<file path="src/tcc_regs.vh">
// Register map, field positions and reset values of the capture/compare timer core
`ifndef TCC_REGS_VH
`define TCC_REGS_VH

// Word offsets on the register port
`define TCC_ADDR_W        4
`define TCC_OFF_MODE      4'h0
`define TCC_OFF_CTRL      4'h1
`define TCC_OFF_IRQ_EN    4'h2
`define TCC_OFF_STATUS    4'h3
`define TCC_OFF_IO_AB     4'h4
`define TCC_OFF_IO_CD     4'h5
`define TCC_OFF_COUNTER   4'h6
`define TCC_OFF_GR_A      4'h7
`define TCC_OFF_GR_B      4'h8
`define TCC_OFF_GR_C      4'h9
`define TCC_OFF_GR_D      4'hA

// Mode register fields
`define TCC_MODE_RUN      7
`define TCC_MODE_BUF_B    1
`define TCC_MODE_BUF_A    0

// Control register fields
`define TCC_CTRL_CLR_A    7
`define TCC_CTRL_CKS_HI   6
`define TCC_CTRL_CKS_LO   4

// Status and enable fields: bits 3:0 are channels A..D
`define TCC_FLAG_OVF      7
`define TCC_NUM_CH        4

// Channel control fields, high channel in the upper nibble
`define TCC_IO_RSV_HI     7
`define TCC_IO_RSV_LO     3
`define TCC_IO_FIELD_W    3
`define TCC_IO_ROLE       2
`define TCC_IO_ACT_HI     1
`define TCC_IO_ACT_LO     0
`define TCC_IO_RSV_MASK   8'h88

// Pin actions in compare role
`define TCC_ACT_NONE      2'h0
`define TCC_ACT_LOW       2'h1
`define TCC_ACT_HIGH      2'h2
`define TCC_ACT_TOGGLE    2'h3

// Clock select codes
`define TCC_CKS_DIV1      3'h0
`define TCC_CKS_DIV2      3'h1
`define TCC_CKS_DIV4      3'h2
`define TCC_CKS_DIV8      3'h3
`define TCC_CKS_EXT_BIT   2

// Reset values
`define TCC_RST_COUNTER   16'h0000
`define TCC_RST_GR        16'hFFFF
`define TCC_RST_BYTE      8'h00
`define TCC_RST_IO        8'h88
`define TCC_CNT_MAX       16'hFFFF
`define TCC_PRE_W         3

`endif

</file>
<file path="src/tcc_core.v">
// Capture/compare timer core: 16-bit counter, four general registers, four timer pins
`timescale 1ns/10ps
`default_nettype none
`include "tcc_regs.vh"

module tcc_core #(
  parameter CNT_W = 16
) (
  input  wire                   core_clk,
  input  wire                   rst_n,
  input  wire [`TCC_ADDR_W-1:0] reg_addr,
  input  wire [CNT_W-1:0]       reg_wdata,
  input  wire                   reg_wr,
  input  wire                   reg_rd,
  output reg  [CNT_W-1:0]       reg_rdata,
  input  wire                   ext_clk_in,
  input  wire                   timer_pin_a_in,
  output wire                   timer_pin_a_out,
  output wire                   timer_pin_a_oe_n,
  input  wire                   timer_pin_b_in,
  output wire                   timer_pin_b_out,
  output wire                   timer_pin_b_oe_n,
  input  wire                   timer_pin_c_in,
  output wire                   timer_pin_c_out,
  output wire                   timer_pin_c_oe_n,
  input  wire                   timer_pin_d_in,
  output wire                   timer_pin_d_out,
  output wire                   timer_pin_d_oe_n,
  output wire                   irq_req
);

  ////////////////////////////////////////////////////////////////////////////
  // Software registers

  reg  [7:0]             timer_mode_register;
  reg  [7:0]             timer_control_register;
  reg  [7:0]             timer_irq_enable_register;
  reg  [7:0]             channel_ab_io_control;
  reg  [7:0]             channel_cd_io_control;
  reg  [CNT_W-1:0]       timer_up_counter;
  reg  [CNT_W-1:0]       gr [0:`TCC_NUM_CH-1];
  reg  [`TCC_NUM_CH-1:0] match_capture_flag;
  reg                    overflow_flag;
  reg  [`TCC_NUM_CH-1:0] flag_armed;
  reg                    ovf_armed;
  reg  [`TCC_PRE_W-1:0]  prescale;
  reg                    ext_prev;

  wire wr_mode   = reg_wr && (reg_addr == `TCC_OFF_MODE);
  wire wr_ctrl   = reg_wr && (reg_addr == `TCC_OFF_CTRL);
  wire wr_irq_en = reg_wr && (reg_addr == `TCC_OFF_IRQ_EN);
  wire wr_status = reg_wr && (reg_addr == `TCC_OFF_STATUS);
  wire wr_io_ab  = reg_wr && (reg_addr == `TCC_OFF_IO_AB);
  wire wr_io_cd  = reg_wr && (reg_addr == `TCC_OFF_IO_CD);
  wire wr_cnt    = reg_wr && (reg_addr == `TCC_OFF_COUNTER);
  wire rd_status = reg_rd && (reg_addr == `TCC_OFF_STATUS);

  wire [`TCC_NUM_CH-1:0] wr_gr;
  assign wr_gr[0] = reg_wr && (reg_addr == `TCC_OFF_GR_A);
  assign wr_gr[1] = reg_wr && (reg_addr == `TCC_OFF_GR_B);
  assign wr_gr[2] = reg_wr && (reg_addr == `TCC_OFF_GR_C);
  assign wr_gr[3] = reg_wr && (reg_addr == `TCC_OFF_GR_D);

  wire buf_a     = timer_mode_register[`TCC_MODE_BUF_A];
  wire buf_b     = timer_mode_register[`TCC_MODE_BUF_B];
  wire clr_on_a  = timer_control_register[`TCC_CTRL_CLR_A];
  wire [2:0] cks = timer_control_register[`TCC_CTRL_CKS_HI:`TCC_CTRL_CKS_LO];

  ////////////////////////////////////////////////////////////////////////////
  // Counter clock source

  wire ext_rise = ext_clk_in && !ext_prev;
  reg  tick_src;

  always @* begin
    if (cks[`TCC_CKS_EXT_BIT]) begin
      tick_src = ext_rise;
    end else begin
      case (cks)
        `TCC_CKS_DIV1: tick_src = 1'b1;
        `TCC_CKS_DIV2: tick_src = (prescale[0] == 1'b1);
        `TCC_CKS_DIV4: tick_src = (prescale[1:0] == 2'h3);
        `TCC_CKS_DIV8: tick_src = (prescale == 3'h7);
        default:       tick_src = 1'b0;
      endcase
    end
  end

  // Count only while the run bit is set
  wire tick = tick_src && timer_mode_register[`TCC_MODE_RUN];
  // Prescaler free-runs, so the first divided tick after a start may come early
  wire [`TCC_PRE_W-1:0] next_prescale = prescale + {{(`TCC_PRE_W-1){1'b0}}, 1'b1};

  always @(posedge core_clk or negedge rst_n) begin
    if (!rst_n) begin
      prescale <= {`TCC_PRE_W{1'b0}};
      ext_prev <= 1'b0;
    end else begin
      prescale <= next_prescale;
      ext_prev <= ext_clk_in;
    end
  end

  ////////////////////////////////////////////////////////////////////////////
  // Per-channel compare, capture and pin logic

  wire [`TCC_NUM_CH-1:0] pin_in = {timer_pin_d_in, timer_pin_c_in,
                                   timer_pin_b_in, timer_pin_a_in};
  wire [4*`TCC_IO_FIELD_W-1:0] cfg = {channel_cd_io_control[6:4],
                                      channel_cd_io_control[2:0],
                                      channel_ab_io_control[6:4],
                                      channel_ab_io_control[2:0]};
  // A buffering register gives up its own compare and capture
  wire [`TCC_NUM_CH-1:0] live = {~buf_b, ~buf_a, 2'h3};

  wire [`TCC_NUM_CH-1:0] match;
  wire [`TCC_NUM_CH-1:0] capture;
  wire [`TCC_NUM_CH-1:0] pin_level;
  wire [`TCC_NUM_CH-1:0] pin_prev;
  wire [`TCC_NUM_CH-1:0] pin_drive;

  genvar ch;
  generate
    for (ch = 0; ch < `TCC_NUM_CH; ch = ch + 1) begin : g_ch
      reg        lvl;
      reg        prev;
      reg        next_lvl;
      wire       role = cfg[ch*`TCC_IO_FIELD_W + `TCC_IO_ROLE];
      wire [1:0] act  = cfg[ch*`TCC_IO_FIELD_W +: 2];
      wire       rise = pin_in[ch] && !pin_prev[ch];
      wire       fall = !pin_in[ch] && pin_prev[ch];
      wire       edge_hit;

      // Tick while equal: the match lands as the counter leaves the value
      assign match[ch] = tick && !role && live[ch] &&
                         (timer_up_counter == gr[ch]);
      // Edge select: 00 rising, 01 falling, 1X both
      assign edge_hit = act[`TCC_IO_ACT_HI] ? (rise || fall) :
                        (act[`TCC_IO_ACT_LO] ? fall : rise);
      assign capture[ch] = role && live[ch] && edge_hit;
      // Pin floats unless a compare action is chosen
      assign pin_drive[ch] = !role && (act != `TCC_ACT_NONE);

      // Forcing a level is idempotent, so no glitch at equal level
      always @* begin
        next_lvl = lvl;
        if (match[ch]) begin
          case (act)
            `TCC_ACT_LOW:    next_lvl = 1'b0;
            `TCC_ACT_HIGH:   next_lvl = 1'b1;
            `TCC_ACT_TOGGLE: next_lvl = ~lvl;
            default:         next_lvl = lvl;
          endcase
        end
      end

      always @(posedge core_clk or negedge rst_n) begin
        if (!rst_n) begin
          lvl  <= 1'b0;
          prev <= 1'b0;
        end else begin
          lvl  <= next_lvl;
          prev <= pin_in[ch];
        end
      end

      assign pin_level[ch] = lvl;
      assign pin_prev[ch]  = prev;
    end
  endgenerate

  assign timer_pin_a_out  = pin_level[0];
  assign timer_pin_b_out  = pin_level[1];
  assign timer_pin_c_out  = pin_level[2];
  assign timer_pin_d_out  = pin_level[3];
  assign timer_pin_a_oe_n = !pin_drive[0];
  assign timer_pin_b_oe_n = !pin_drive[1];
  assign timer_pin_c_oe_n = !pin_drive[2];
  assign timer_pin_d_oe_n = !pin_drive[3];

  ////////////////////////////////////////////////////////////////////////////
  // Counter

  wire clear_now = match[0] && clr_on_a;
  wire wrap      = tick && !clear_now && (timer_up_counter == `TCC_CNT_MAX);

  reg  [CNT_W-1:0] next_counter;

  // Software write wins over clear and tick in the same cycle
  always @* begin
    next_counter = timer_up_counter;
    if (wr_cnt) begin
      next_counter = reg_wdata;
    end else if (clear_now) begin
      next_counter = `TCC_RST_COUNTER;
    end else if (tick) begin
      next_counter = timer_up_counter + {{(CNT_W-1){1'b0}}, 1'b1};
    end
  end

  always @(posedge core_clk or negedge rst_n) begin
    if (!rst_n) begin
      timer_up_counter <= `TCC_RST_COUNTER;
    end else begin
      timer_up_counter <= next_counter;
    end
  end

  ////////////////////////////////////////////////////////////////////////////
  // General registers with buffer chaining; pairs A/C and B/D

  integer i;
  always @(posedge core_clk or negedge rst_n) begin
    if (!rst_n) begin
      for (i = 0; i < `TCC_NUM_CH; i = i + 1) begin
        gr[i] <= `TCC_RST_GR;
      end
    end else begin
      for (i = 0; i < 2; i = i + 1) begin
        // Software write wins over a same-cycle hardware update
        if (wr_gr[i]) begin
          gr[i] <= reg_wdata;
        end else if (capture[i]) begin
          gr[i] <= timer_up_counter;
        end else if (match[i] && !live[i+2]) begin
          gr[i] <= gr[i+2];
        end
        if (wr_gr[i+2]) begin
          gr[i+2] <= reg_wdata;
        end else if (capture[i] && !live[i+2]) begin
          gr[i+2] <= gr[i];
        end else if (capture[i+2]) begin
          gr[i+2] <= timer_up_counter;
        end
      end
    end
  end

  ////////////////////////////////////////////////////////////////////////////
  // Flags: read-as-one arms the clear, set beats clear

  wire [`TCC_NUM_CH-1:0] flag_set = match | capture;
  wire [`TCC_NUM_CH-1:0] flag_clr = {`TCC_NUM_CH{wr_status}} & flag_armed &
                                    ~reg_wdata[`TCC_NUM_CH-1:0];
  wire ovf_clr = wr_status && ovf_armed && !reg_wdata[`TCC_FLAG_OVF];
  wire [`TCC_NUM_CH-1:0] next_flag = (match_capture_flag & ~flag_clr) | flag_set;
  wire                   next_ovf  = (overflow_flag && !ovf_clr) || wrap;

  always @(posedge core_clk or negedge rst_n) begin
    if (!rst_n) begin
      match_capture_flag <= {`TCC_NUM_CH{1'b0}};
      overflow_flag      <= 1'b0;
      flag_armed         <= {`TCC_NUM_CH{1'b0}};
      ovf_armed          <= 1'b0;
    end else begin
      match_capture_flag <= next_flag;
      overflow_flag      <= next_ovf;
      if (rd_status) begin
        flag_armed <= match_capture_flag;
        ovf_armed  <= overflow_flag;
      end else if (wr_status) begin
        // One read arms one clear attempt only
        flag_armed <= {`TCC_NUM_CH{1'b0}};
        ovf_armed  <= 1'b0;
      end
    end
  end

  // Plain OR of enabled flags; software finds the cause in the status register
  wire [`TCC_NUM_CH-1:0] chan_irq = match_capture_flag &
                                    timer_irq_enable_register[`TCC_NUM_CH-1:0];
  wire                   ovf_irq  = overflow_flag &&
                                    timer_irq_enable_register[`TCC_FLAG_OVF];

  assign irq_req = |chan_irq || ovf_irq;

  ////////////////////////////////////////////////////////////////////////////
  // Control register writes

  always @(posedge core_clk or negedge rst_n) begin
    if (!rst_n) begin
      timer_mode_register       <= `TCC_RST_BYTE;
      timer_control_register    <= `TCC_RST_BYTE;
      timer_irq_enable_register <= `TCC_RST_BYTE;
      channel_ab_io_control     <= `TCC_RST_IO;
      channel_cd_io_control     <= `TCC_RST_IO;
    end else begin
      if (wr_mode) begin
        timer_mode_register <= reg_wdata[7:0];
      end
      if (wr_ctrl) begin
        timer_control_register <= reg_wdata[7:0];
      end
      if (wr_irq_en) begin
        timer_irq_enable_register <= reg_wdata[7:0];
      end
      // Reserved bits are held at one regardless of the write
      if (wr_io_ab) begin
        channel_ab_io_control <= reg_wdata[7:0] | `TCC_IO_RSV_MASK;
      end
      if (wr_io_cd) begin
        channel_cd_io_control <= reg_wdata[7:0] | `TCC_IO_RSV_MASK;
      end
    end
  end

  ////////////////////////////////////////////////////////////////////////////
  // Read port: data stands one cycle after the strobe only

  reg  [CNT_W-1:0] next_rdata;
  wire [7:0]       status_byte = {overflow_flag, 3'h0, match_capture_flag};
  wire [7:0]       io_ab_rd    = channel_ab_io_control | `TCC_IO_RSV_MASK;
  wire [7:0]       io_cd_rd    = channel_cd_io_control | `TCC_IO_RSV_MASK;

  always @* begin
    next_rdata = {CNT_W{1'b0}};
    if (reg_rd) begin
      case (reg_addr)
        `TCC_OFF_MODE:    next_rdata = {8'h00, timer_mode_register};
        `TCC_OFF_CTRL:    next_rdata = {8'h00, timer_control_register};
        `TCC_OFF_IRQ_EN:  next_rdata = {8'h00, timer_irq_enable_register};
        `TCC_OFF_STATUS:  next_rdata = {8'h00, status_byte};
        `TCC_OFF_IO_AB:   next_rdata = {8'h00, io_ab_rd};
        `TCC_OFF_IO_CD:   next_rdata = {8'h00, io_cd_rd};
        `TCC_OFF_COUNTER: next_rdata = timer_up_counter;
        `TCC_OFF_GR_A:    next_rdata = gr[0];
        `TCC_OFF_GR_B:    next_rdata = gr[1];
        `TCC_OFF_GR_C:    next_rdata = gr[2];
        `TCC_OFF_GR_D:    next_rdata = gr[3];
        default:          next_rdata = {CNT_W{1'b0}};
      endcase
    end
  end

  always @(posedge core_clk or negedge rst_n) begin
    if (!rst_n) begin
      reg_rdata <= {CNT_W{1'b0}};
    end else begin
      reg_rdata <= next_rdata;
    end
  end

endmodule
`default_nettype wire

</file>
<file path="config.mk">
export PLATFORM = sky130hd
export DESIGN_NAME = tcc_core
export DESIGN_NICKNAME = d
export VERILOG_FILES = /design/src/tcc_core.v
export VERILOG_INCLUDE_DIRS = /design/src /design/src/src
export SDC_FILE = /design/constraint.sdc
export NUM_CORES = 1
export LEC_CHECK = 0
export BUFFER_PORTS_ARGS = -buffer_cell sky130_fd_sc_hd__buf_2
export CAP_MARGIN = 20
export CORE_MARGIN = 5
export CORE_UTILIZATION = 50
export DETAILED_ROUTE_END_ITERATION = 6
export PLACE_DENSITY = 0.79
export RECOVER_POWER = 25
export SETUP_SLACK_MARGIN = 0.2
export SYNTH_ARGS = -nofsm -noshare
export SYNTH_HDL_FRONTEND = slang
export SYNTH_SLANG_ARGS = --single-unit
</file>
<file path="constraint.sdc">
create_clock -name core_clk -period 3.3 [get_ports core_clk]
set_input_delay 0.33 -clock core_clk [delete_from_list [all_inputs] [get_ports core_clk]]
set_output_delay 0.33 -clock core_clk [all_outputs]
set_load 0.05 [all_outputs]
</file>
### Yosys cells after proc, flatten, opt, wreduce, memory -nomap -nowiden

Index checks and enable logic that the tools add are counted.

* bits in registers: 154
* bits of input ports: 29
* word-level logic and storage cells: 208
* RAM bits: 0
* memories kept: 0
* ROM bits: 0
* bits in latches: 0

* bitwise gates (word level): 14
* divide/modulo/power cells: 0
* shift operators: 0
* add/sub/neg operators: 2
* equal/unequal tests: 32
* reductions and logical operators: 100
* $mul: 0
* muxes and demuxes: 35
* $lt $le $gt $ge: 0

Operators with widths (count)
* $mux 16: 16
* $pmux 16 s11: 1
* $eq 16x16->1: 4
* $logic_and 1x1->1: 53
* $reduce_bool 3->1: 9
* $logic_not 1->1: 20
* $eq 2x2->1 const B: 9
* $add 16x1->16 const B: 1
* $and 4x4->4: 4
* $eq 16x16->1 const B: 1
* $eq 4x3->1 const B: 4
* $eq 4x4->1 const B: 3
* $pmux 1 s3: 4
* $mux 1: 11
* $reduce_bool 2->1: 5
* $eq 2x1->1 const B: 4
* $eq 4x2->1 const B: 2
* $mux 4: 2
* $not 4->4: 2
* $or 4x4->4: 2
* $reduce_and 2->1: 4
* $eq 3x2->1 const B: 2
* $logic_or 1x1->1: 6
* $not 1->1: 6
* other kinds (8): 8

### Depth between registers and ports, before layout

Gate-level depths: netlist of the first run.

* depth after elaboration: 11
* depth in mapped cells: 10

### Least setup slack after synthesis of the first run

OpenSTA, ideal clock, no wires.

* kind: flip-flop to flip-flop
* from: register prescale[0]
* to: register gr[46] in the netlist's numbering
* required time: 3.215 ns
* path buffers: 1
* cell stages (with the launch flop): 10
* setup time: 0.085 ns
* clock period less this slack: 2.416 ns
* arrival: 2.331 ns
* setup slack: 0.884 ns
* cells stage by stage: dfrtp_1 > ha_1 > ha_1 > mux2i_1 > a221oi_4 > nand4_2 > o41ai_4 > buf_6 > mux2i_1 > o21ai_2

* longest elaborated chain between the ends: 8

Ends and longest elaborated chain
* start: declaration: RTL line tcc_core.v:46 `` reg [`TCC_PRE_W-1:0] prescale; ``
* start signal: assignment: RTL line tcc_core.v:96 `` prescale <= {`TCC_PRE_W{1'b0}}; ``
* start signal: assignment: RTL line tcc_core.v:99 `prescale <= next_prescale;`
* $eq 3x3->1 or $eq 2x2->1 (tied branches): RTL line tcc_core.v:83, tcc_core.v:82
* $pmux 1 s4 *: RTL line tcc_core.v:79 `case (cks)`
* $mux 1 *: RTL line tcc_core.v:76 `` if (cks[`TCC_CKS_EXT_BIT]) begin ``
* $logic_and 1x1->1 *: RTL line tcc_core.v:90 `` wire tick = tick_src && timer_mode_register[`TCC_MODE_RUN]; ``
* $logic_and 1x1->1 * (2 in a row): RTL line tcc_core.v:135 `assign match[ch] = tick && !role && live[ch] &&`
* $logic_and 1x1->1 *: RTL line tcc_core.v:225 `end else if (match[i] && !live[i+2]) begin`
* $reduce_bool 3->1 (no source line) *
* end signal: indexed assignment: RTL line tcc_core.v:224 `gr[i] <= timer_up_counter;`
* end signal: indexed assignment: RTL line tcc_core.v:226 `gr[i] <= gr[i+2];`
* end signal: indexed assignment: RTL line tcc_core.v:229 `gr[i+2] <= reg_wdata;`
* end: declaration: RTL line tcc_core.v:41 `` reg [CNT_W-1:0] gr [0:`TCC_NUM_CH-1]; ``

Every way passes the cells marked *; elsewhere a longest branch is shown, timed or not.
A chain may end at the register's enable or synchronous reset.

### Worst setup path after layout of the first run

* from: register timer_up_counter[8]
* to: register gr[50] in the netlist's numbering

* longest elaborated chain between the ends: 4

Ends and longest elaborated chain
* start: declaration: RTL line tcc_core.v:40 `reg [CNT_W-1:0] timer_up_counter;`
* start signal: assignment: RTL line tcc_core.v:203 `` timer_up_counter <= `TCC_RST_COUNTER; ``
* start signal: assignment: RTL line tcc_core.v:205 `timer_up_counter <= next_counter;`
* $eq 16x16->1: RTL line tcc_core.v:136 `(timer_up_counter == gr[ch]);`
* $logic_and 1x1->1: RTL line tcc_core.v:135
* $logic_and 1x1->1: RTL line tcc_core.v:225
* $reduce_bool 3->1 (no source line)

Every way passes these cells.

==> results.toml, run 1 <==
[power]
powerDensity_mw_per_mm2 = 805.2
peakVddDrop_mv = 0.3831
finalPower_mw = 8.470
p_leak_nw = 4.508

[logic_synthesis]
avgSynthCellArea_sq_um = 9.565
synth_ff_type = "dfrtp_1"
seq_area_frac_synth = 0.4184
synthArstFlopShare = 1.000
synthTopCellsByCount = "nand2_1 (106), dfrtp_1 (90), mux2_2 (72), mux2i_1 (72), o21ai_0 (66)"
syn_nets = 1023
synth_edf_count = 0
synth_top_family_by_area = "compound AO/OA/AOI/OAI gates"
synth_cell_types = 60
synth_top_area_frac = 0.2395
synth_seq_cells = 154
synth-xor-area-share = 0.05961
synthSimpleGateAreaFrac = 0.1255
synth_compound_area_frac = 0.1731
yosys-mux-area-fraction = 0.1653
synthAdderAreaFrac = 0.01464
syn_inst = 983
synth.most_common_cell = "nand2_1"
synth.area.top_cells = "dfrtp_1 (24%), dfstp_2 (18%), mux2_2 (8.6%)"
yosysTopAreaCell = "dfrtp_1"
ys_warn_count = 0
netlist_area_sq_mm = 0.009403

[worst_setup_path]
r2r_start = "timer_up_counter[8]$_DFFE_PN0P_"
crit_family = "simple AND/OR/NAND/NOR gates"
endpoint = "gr[50]$_DFFE_PN1P_"
worstSetupPathType = "reg -> reg"
critPathCaptureType = "flop"
crit_cells = 7
cp_max_fo = 12
start_kind = "flop"
path_cells = "xor2_1 > nor4_1 > nand4_1 > o41ai_4 > buf_4 > mux2i_1 > o21ai_0"
cp.buffers_inverters = 1
reg2regPathDepth = 7
rr_endpoint = "gr[50]$_DFFE_PN1P_"
r2r_slack_ps = 430
crit_start = "timer_up_counter[8]$_DFFE_PN0P_"
cpPeakStageDelay_ps = 580
crit_required_ps = 3650
crit_arrival_ps = 3220
cpMaxStageDelayCell = "dfrtp_1"

[clocking]
clkSlewWorstSetupHoldPaths_ps = 70
tritoncts = "done"
cts_buffers = 17
cts_root_buf = "clkbuf_16"
clk_path_buf_depth = 2
postCtsSetupRepairBufs = 0
clock_sinks = 154
cts_max_level = 4
insertion_delay_ps = 440

[outcome]
status = "complete, but fails checks"
violations = "max-capacitance violations, max-slew violations"

[timing]
rsz0062_at_grt = "no"
min_period_ps = 2866
slew_viol_final = 80
slew_headroom = -0.3751
hold_viol_final = 0
clock-skew-final_ps = 10.13
worst_hold_slack_ps = 24.32
tns_ps = 0
setup_viol = 0
max_freq_mhz = 349.0
finalCritPeriodShare = 0.8684
worstMarginPinSlew_ps = 2063

[route]
top_layer_used = "met4"
met2_length_mm = 13.33
vias = 8228
met3_length_mm = 3.054
via_per_inst = 6.535
dr.pass1.iters = 7
ant_nets = 0
wire_per_inst_microns = 23.18
route.detailed.drc = 0
drtIter0Drc = 1220
met1_length_mm = 11.58
wirelength_mm = 29.19

[floorplan]
core_area_sq_mm = 0.01858
die_height_microns = 147.1
row_count = 50
initial_core_util = 0.5061
die_w_microns = 147.1
die-area_sq_mm = 0.02165
ios = 54

[grt]
grt_max_degree = 81
grt_pass1_vias = 7754
antenna_found_initial = 0
track_usage = 0.2689
grt_remaining_overflow = 0
grt_pass1_wl_mm = 45.31

[hold_path]
holdCritPathClass = "in -> reg"

[placement]
io_buffers = 53
gp_congestion = 1.006
hpwl_mm = 20.21

[layout]
antenna_cells = 0
nNetsFinal = 1052
drive_above_1_share = 0.2605
syn2layout_area_growth_pct = 11.87

[job]
cap_violations = 1
[per-layer routing]
metal,GRT usage,up-vias
met4,0.1053,0
met3,0.06477,103
met5,0,-
li1,-,3609
met1,0.3606,3980
met2,0.4226,536
[per-stage QoR]
stage	instance area (sq um)	utilization	instances	setup WS, ps
2_1_floorplan	9403	-	983	883.7
3_3_place_gp	9922	0.5340	1225	347.7
3_5_place_dp	9922	0.5340	1225	316.3
4_1_cts	10500	0.5651	1258	291.1
5_1_grt	10520	0.5661	1259	345.9
6_report	10520	0.5661	1259	434.4
[repair_timing]
| action | in CTS | in global routing |
|---|---|---|
| resized for setup | 0 | 1 |
| hold buffers | 1 | 0 |
| hold endpoints to repair | 50 | 0 |
| endpoints found under the setup margin | 0 | 2 |
[logic make-up (layout without fill, tap and decap cells)]
family | count (synthesis) | in the layout
buf+inv | 100 | 142
simple gates | 259 | 259
fa+ha+maj | 11 | 11
compound gates | 250 | 250
mux | 145 | 145
flops | 154 | 154
xor+xnor | 64 | 64
[power by group]
group / internal (mW) / switching [mW]
logic: 1.29 / 1.48
registers: 2.75 / 1.03
clock network: 1.05 / 0.870
total: 5.09 / 3.38
[layout by cell type (no fill, tap or decap), types with 14 or more instances in the layout]
cell         n
nand2_1    106
dfrtp_1     90
mux2_2      72
mux2i_1     72
o21ai_0     66
dfstp_2     64
nor2_1      58
a21oi_1     58
buf_2       47
xor2_1      42
buf_4       33
a22oi_1     22
xnor2_1     22
o21ai_1     21
inv_1       21
nand3_1     21
clkbuf_16   17
nor4_1      15
nor3_1      14
a31oi_1     14
[worst min path at each step]
stage	startpoint	end	slack [ps]	cells past startpoint
final	ext_clk_in	ext_prev$_DFF_PN0_	20	1
after floorplan	rst_n	channel_ab_io_control[0]$_DFFE_PN0P_	30	0
after global routing	ext_clk_in	ext_prev$_DFF_PN0_	20	1
after CTS	ext_clk_in	ext_prev$_DFF_PN0_	7	1
after global placement	rst_n	g_ch[0].prev$_DFF_PN0_	430	1
after detailed placement	rst_n	channel_cd_io_control[0]$_DFFE_PN0P_	420	1
[registers in the layout, indices dropped and copies added, names as in the netlist, 3 cells and up]
signal / flops
channel_ab_io_control: 6
channel_cd_io_control: 6
flag_armed: 4
g_ch.prev: 4
gr: 64
match_capture_flag: 4
prescale: 3
reg_rdata: 16
timer_control_register: 8
timer_irq_enable_register: 8
timer_mode_register: 8
timer_up_counter: 16
[layout make-up]
type                    instances  area (sq um)
repair buffers                 89         564.3
well taps                     234         292.8
clock inverters                15         141.4
fillers                      1576          8061
clock buffers                  17         425.4
multi-input cells             729          5082
inverters                      21         78.83
flip-flops and latches        154          3934
Power figures use the tool's default switching activity.
==> run 2, diff against run 1 <==
Settings changed: CTS_CLUSTER_SIZE set to 28, RECOVER_POWER 25 to 50.
==> results.toml, run 2 (synthesis gave the netlist of run 1 again) <==
[clocking]
cts_max_level = 4
insertion_delay_ps = 440
cts_root_buf = "clkbuf_16"
clkSlewWorstSetupHoldPaths_ps = 70
clk_path_buf_depth = 2
clock_sinks = 154
cts_buffers = 17
tritoncts = "done"

[floorplan]
row_count = 50
die-area_sq_mm = 0.02165
initial_core_util = 0.5061
core_area_sq_mm = 0.01858
die_w_microns = 147.1
ios = 54
die_height_microns = 147.1

[timing]
min_period_ps = 2844
setup_viol = 0
worstMarginPinSlew_ps = 2064
tns_ps = 0
clock-skew-final_ps = 12.68
slew_headroom = -0.3760
max_freq_mhz = 351.6
rsz0062_at_grt = "no"
hold_viol_final = 0
slew_viol_final = 80
finalCritPeriodShare = 0.8619

[layout]
reg.largest.list = "gr (64), reg_rdata (16), timer_up_counter (16)"
regMostFlops = "gr"
multi_input_comb_area_sq_mm = 0.005082
mostFrequentLayoutCells = "nand2_1 (106), dfrtp_1 (90), mux2_2 (72), mux2i_1 (72), o21ai_0 (66)"
syn2layout_area_growth_pct = 11.55
antenna_cells = 0
regArea_sq_mm = 0.003934
n_fill_cell = 1591
drive_above_1_share = 0.2380
nNetsFinal = 1052
post-route-util = 0.5645
largest_reg_flops = 64
layout_commonest_cell = "nand2_1"

[worst_setup_path]
start_kind = "flop"
worstSetupPathType = "reg -> reg"
cp_max_fo = 12
critPathCaptureType = "flop"
crit_arrival_ps = 3190
crit_required_ps = 3650

[placement]
gp_congestion = 1.006
hpwl_mm = 20.21
io_buffers = 53

[outcome]
violations = "max-capacitance violations, max-slew violations"
status = "complete, but fails checks"

[grt]
track_usage = 0.2689
grt_pass1_vias = 7754
grt_remaining_overflow = 0
grt_max_degree = 81
grt_pass1_wl_mm = 45.31
antenna_found_initial = 0

[route]
ant_nets = 0
dr.pass1.iters = 7
via_per_inst = 6.575
vias = 8278
route.detailed.drc = 0
wirelength_mm = 29.29
wire_per_inst_microns = 23.27
drtIter0Drc = 1237

[job]
cap_violations = 1

[hold_path]
holdCritPathClass = "in -> reg"

[power]
peakVddDrop_mv = 0.3793
powerDensity_mw_per_mm2 = 806.9
p_leak_nw = 4.415
finalPower_mw = 8.463
==> run 2: cell count changes in the layout (fill, tap and decap cells not counted) <==
cell / delta
clkbuf_1: +22
buf_2: -21
buf_4: -1
dfstp_1: +1
dfstp_2: -1
==> run 2: critical path: stages (launching register included) <==
cell and delay [ps]:
dfrtp_1 570, xor2_1 240, nor4_1 480, nand4_1 470
o41ai_4 360, buf_4 300, mux2i_1 210, o21ai_0 100
==> run 2: through the flow <==
step	hold WS, ps	cells	cell area [sq um]	setup WS, ps
6_report	30.52	1259	10490	455.7
3_3_place_gp	425.1	1225	9922	347.7
2_1_floorplan	34.41	983	9403	883.7
5_1_grt	22.54	1259	10490	345.9
4_1_cts	7.364	1258	10500	291.1
3_5_place_dp	421.0	1225	9922	316.3
==> run 2: timing repair <==
action,in CTS,in global routing
hold buffers,1,0
endpoints found under the setup margin,0,2
hold endpoints to repair,50,0
resized for setup,0,1
buffers inserted,0,0
==> run 2: path summary, 6_finish.rpt <==
check | startpoint | endpoint | slack [ps] | cells after the start
setup / recovery | timer_up_counter[8]$_DFFE_PN0P_ | gr[50]$_DFFE_PN1P_ | 460 | 7
hold / removal | ext_clk_in | ext_prev$_DFF_PN0_ | 30 | 1
setup reg to reg | timer_up_counter[8]$_DFFE_PN0P_ | gr[50]$_DFFE_PN1P_ | 460 | 7
hold reg to reg | prescale[0]$_DFF_PN0_ | prescale[0]$_DFF_PN0_ | 490 | 1
max in group asynchronous | rst_n | gr[0]$_DFFE_PN1P_ | 920 | 3
min in group asynchronous | rst_n | channel_ab_io_control[0]$_DFFE_PN0P_ | 1010 | 2
==> run 2: report_power, final <==
group	switching [mW]	internal, mW
sequential	1.03	2.75
combinational	1.49	1.28
clock	0.866	1.05
total	3.38	5.08
==> run 2: final cells by class <==
class | count | area share
Multi-Input combinational cell | 729 | 0.4846
Sequential cell | 154 | 0.3750
Timing Repair Buffer | 89 | 0.05094
Clock buffer | 17 | 0.04056
Tap cell | 234 | 0.02791
Clock inverter | 15 | 0.01348
Inverter | 21 | 0.007515
==> run 2: per-layer routing <==
metal  track usage  vias to the layer above  wire (microns)
met5             0                        -               0
met4        0.1053                        0            1275
met3       0.06477                      111            3111
met2        0.4226                      541           13340
met1        0.3606                     4019           11570
li1              -                     3607               -
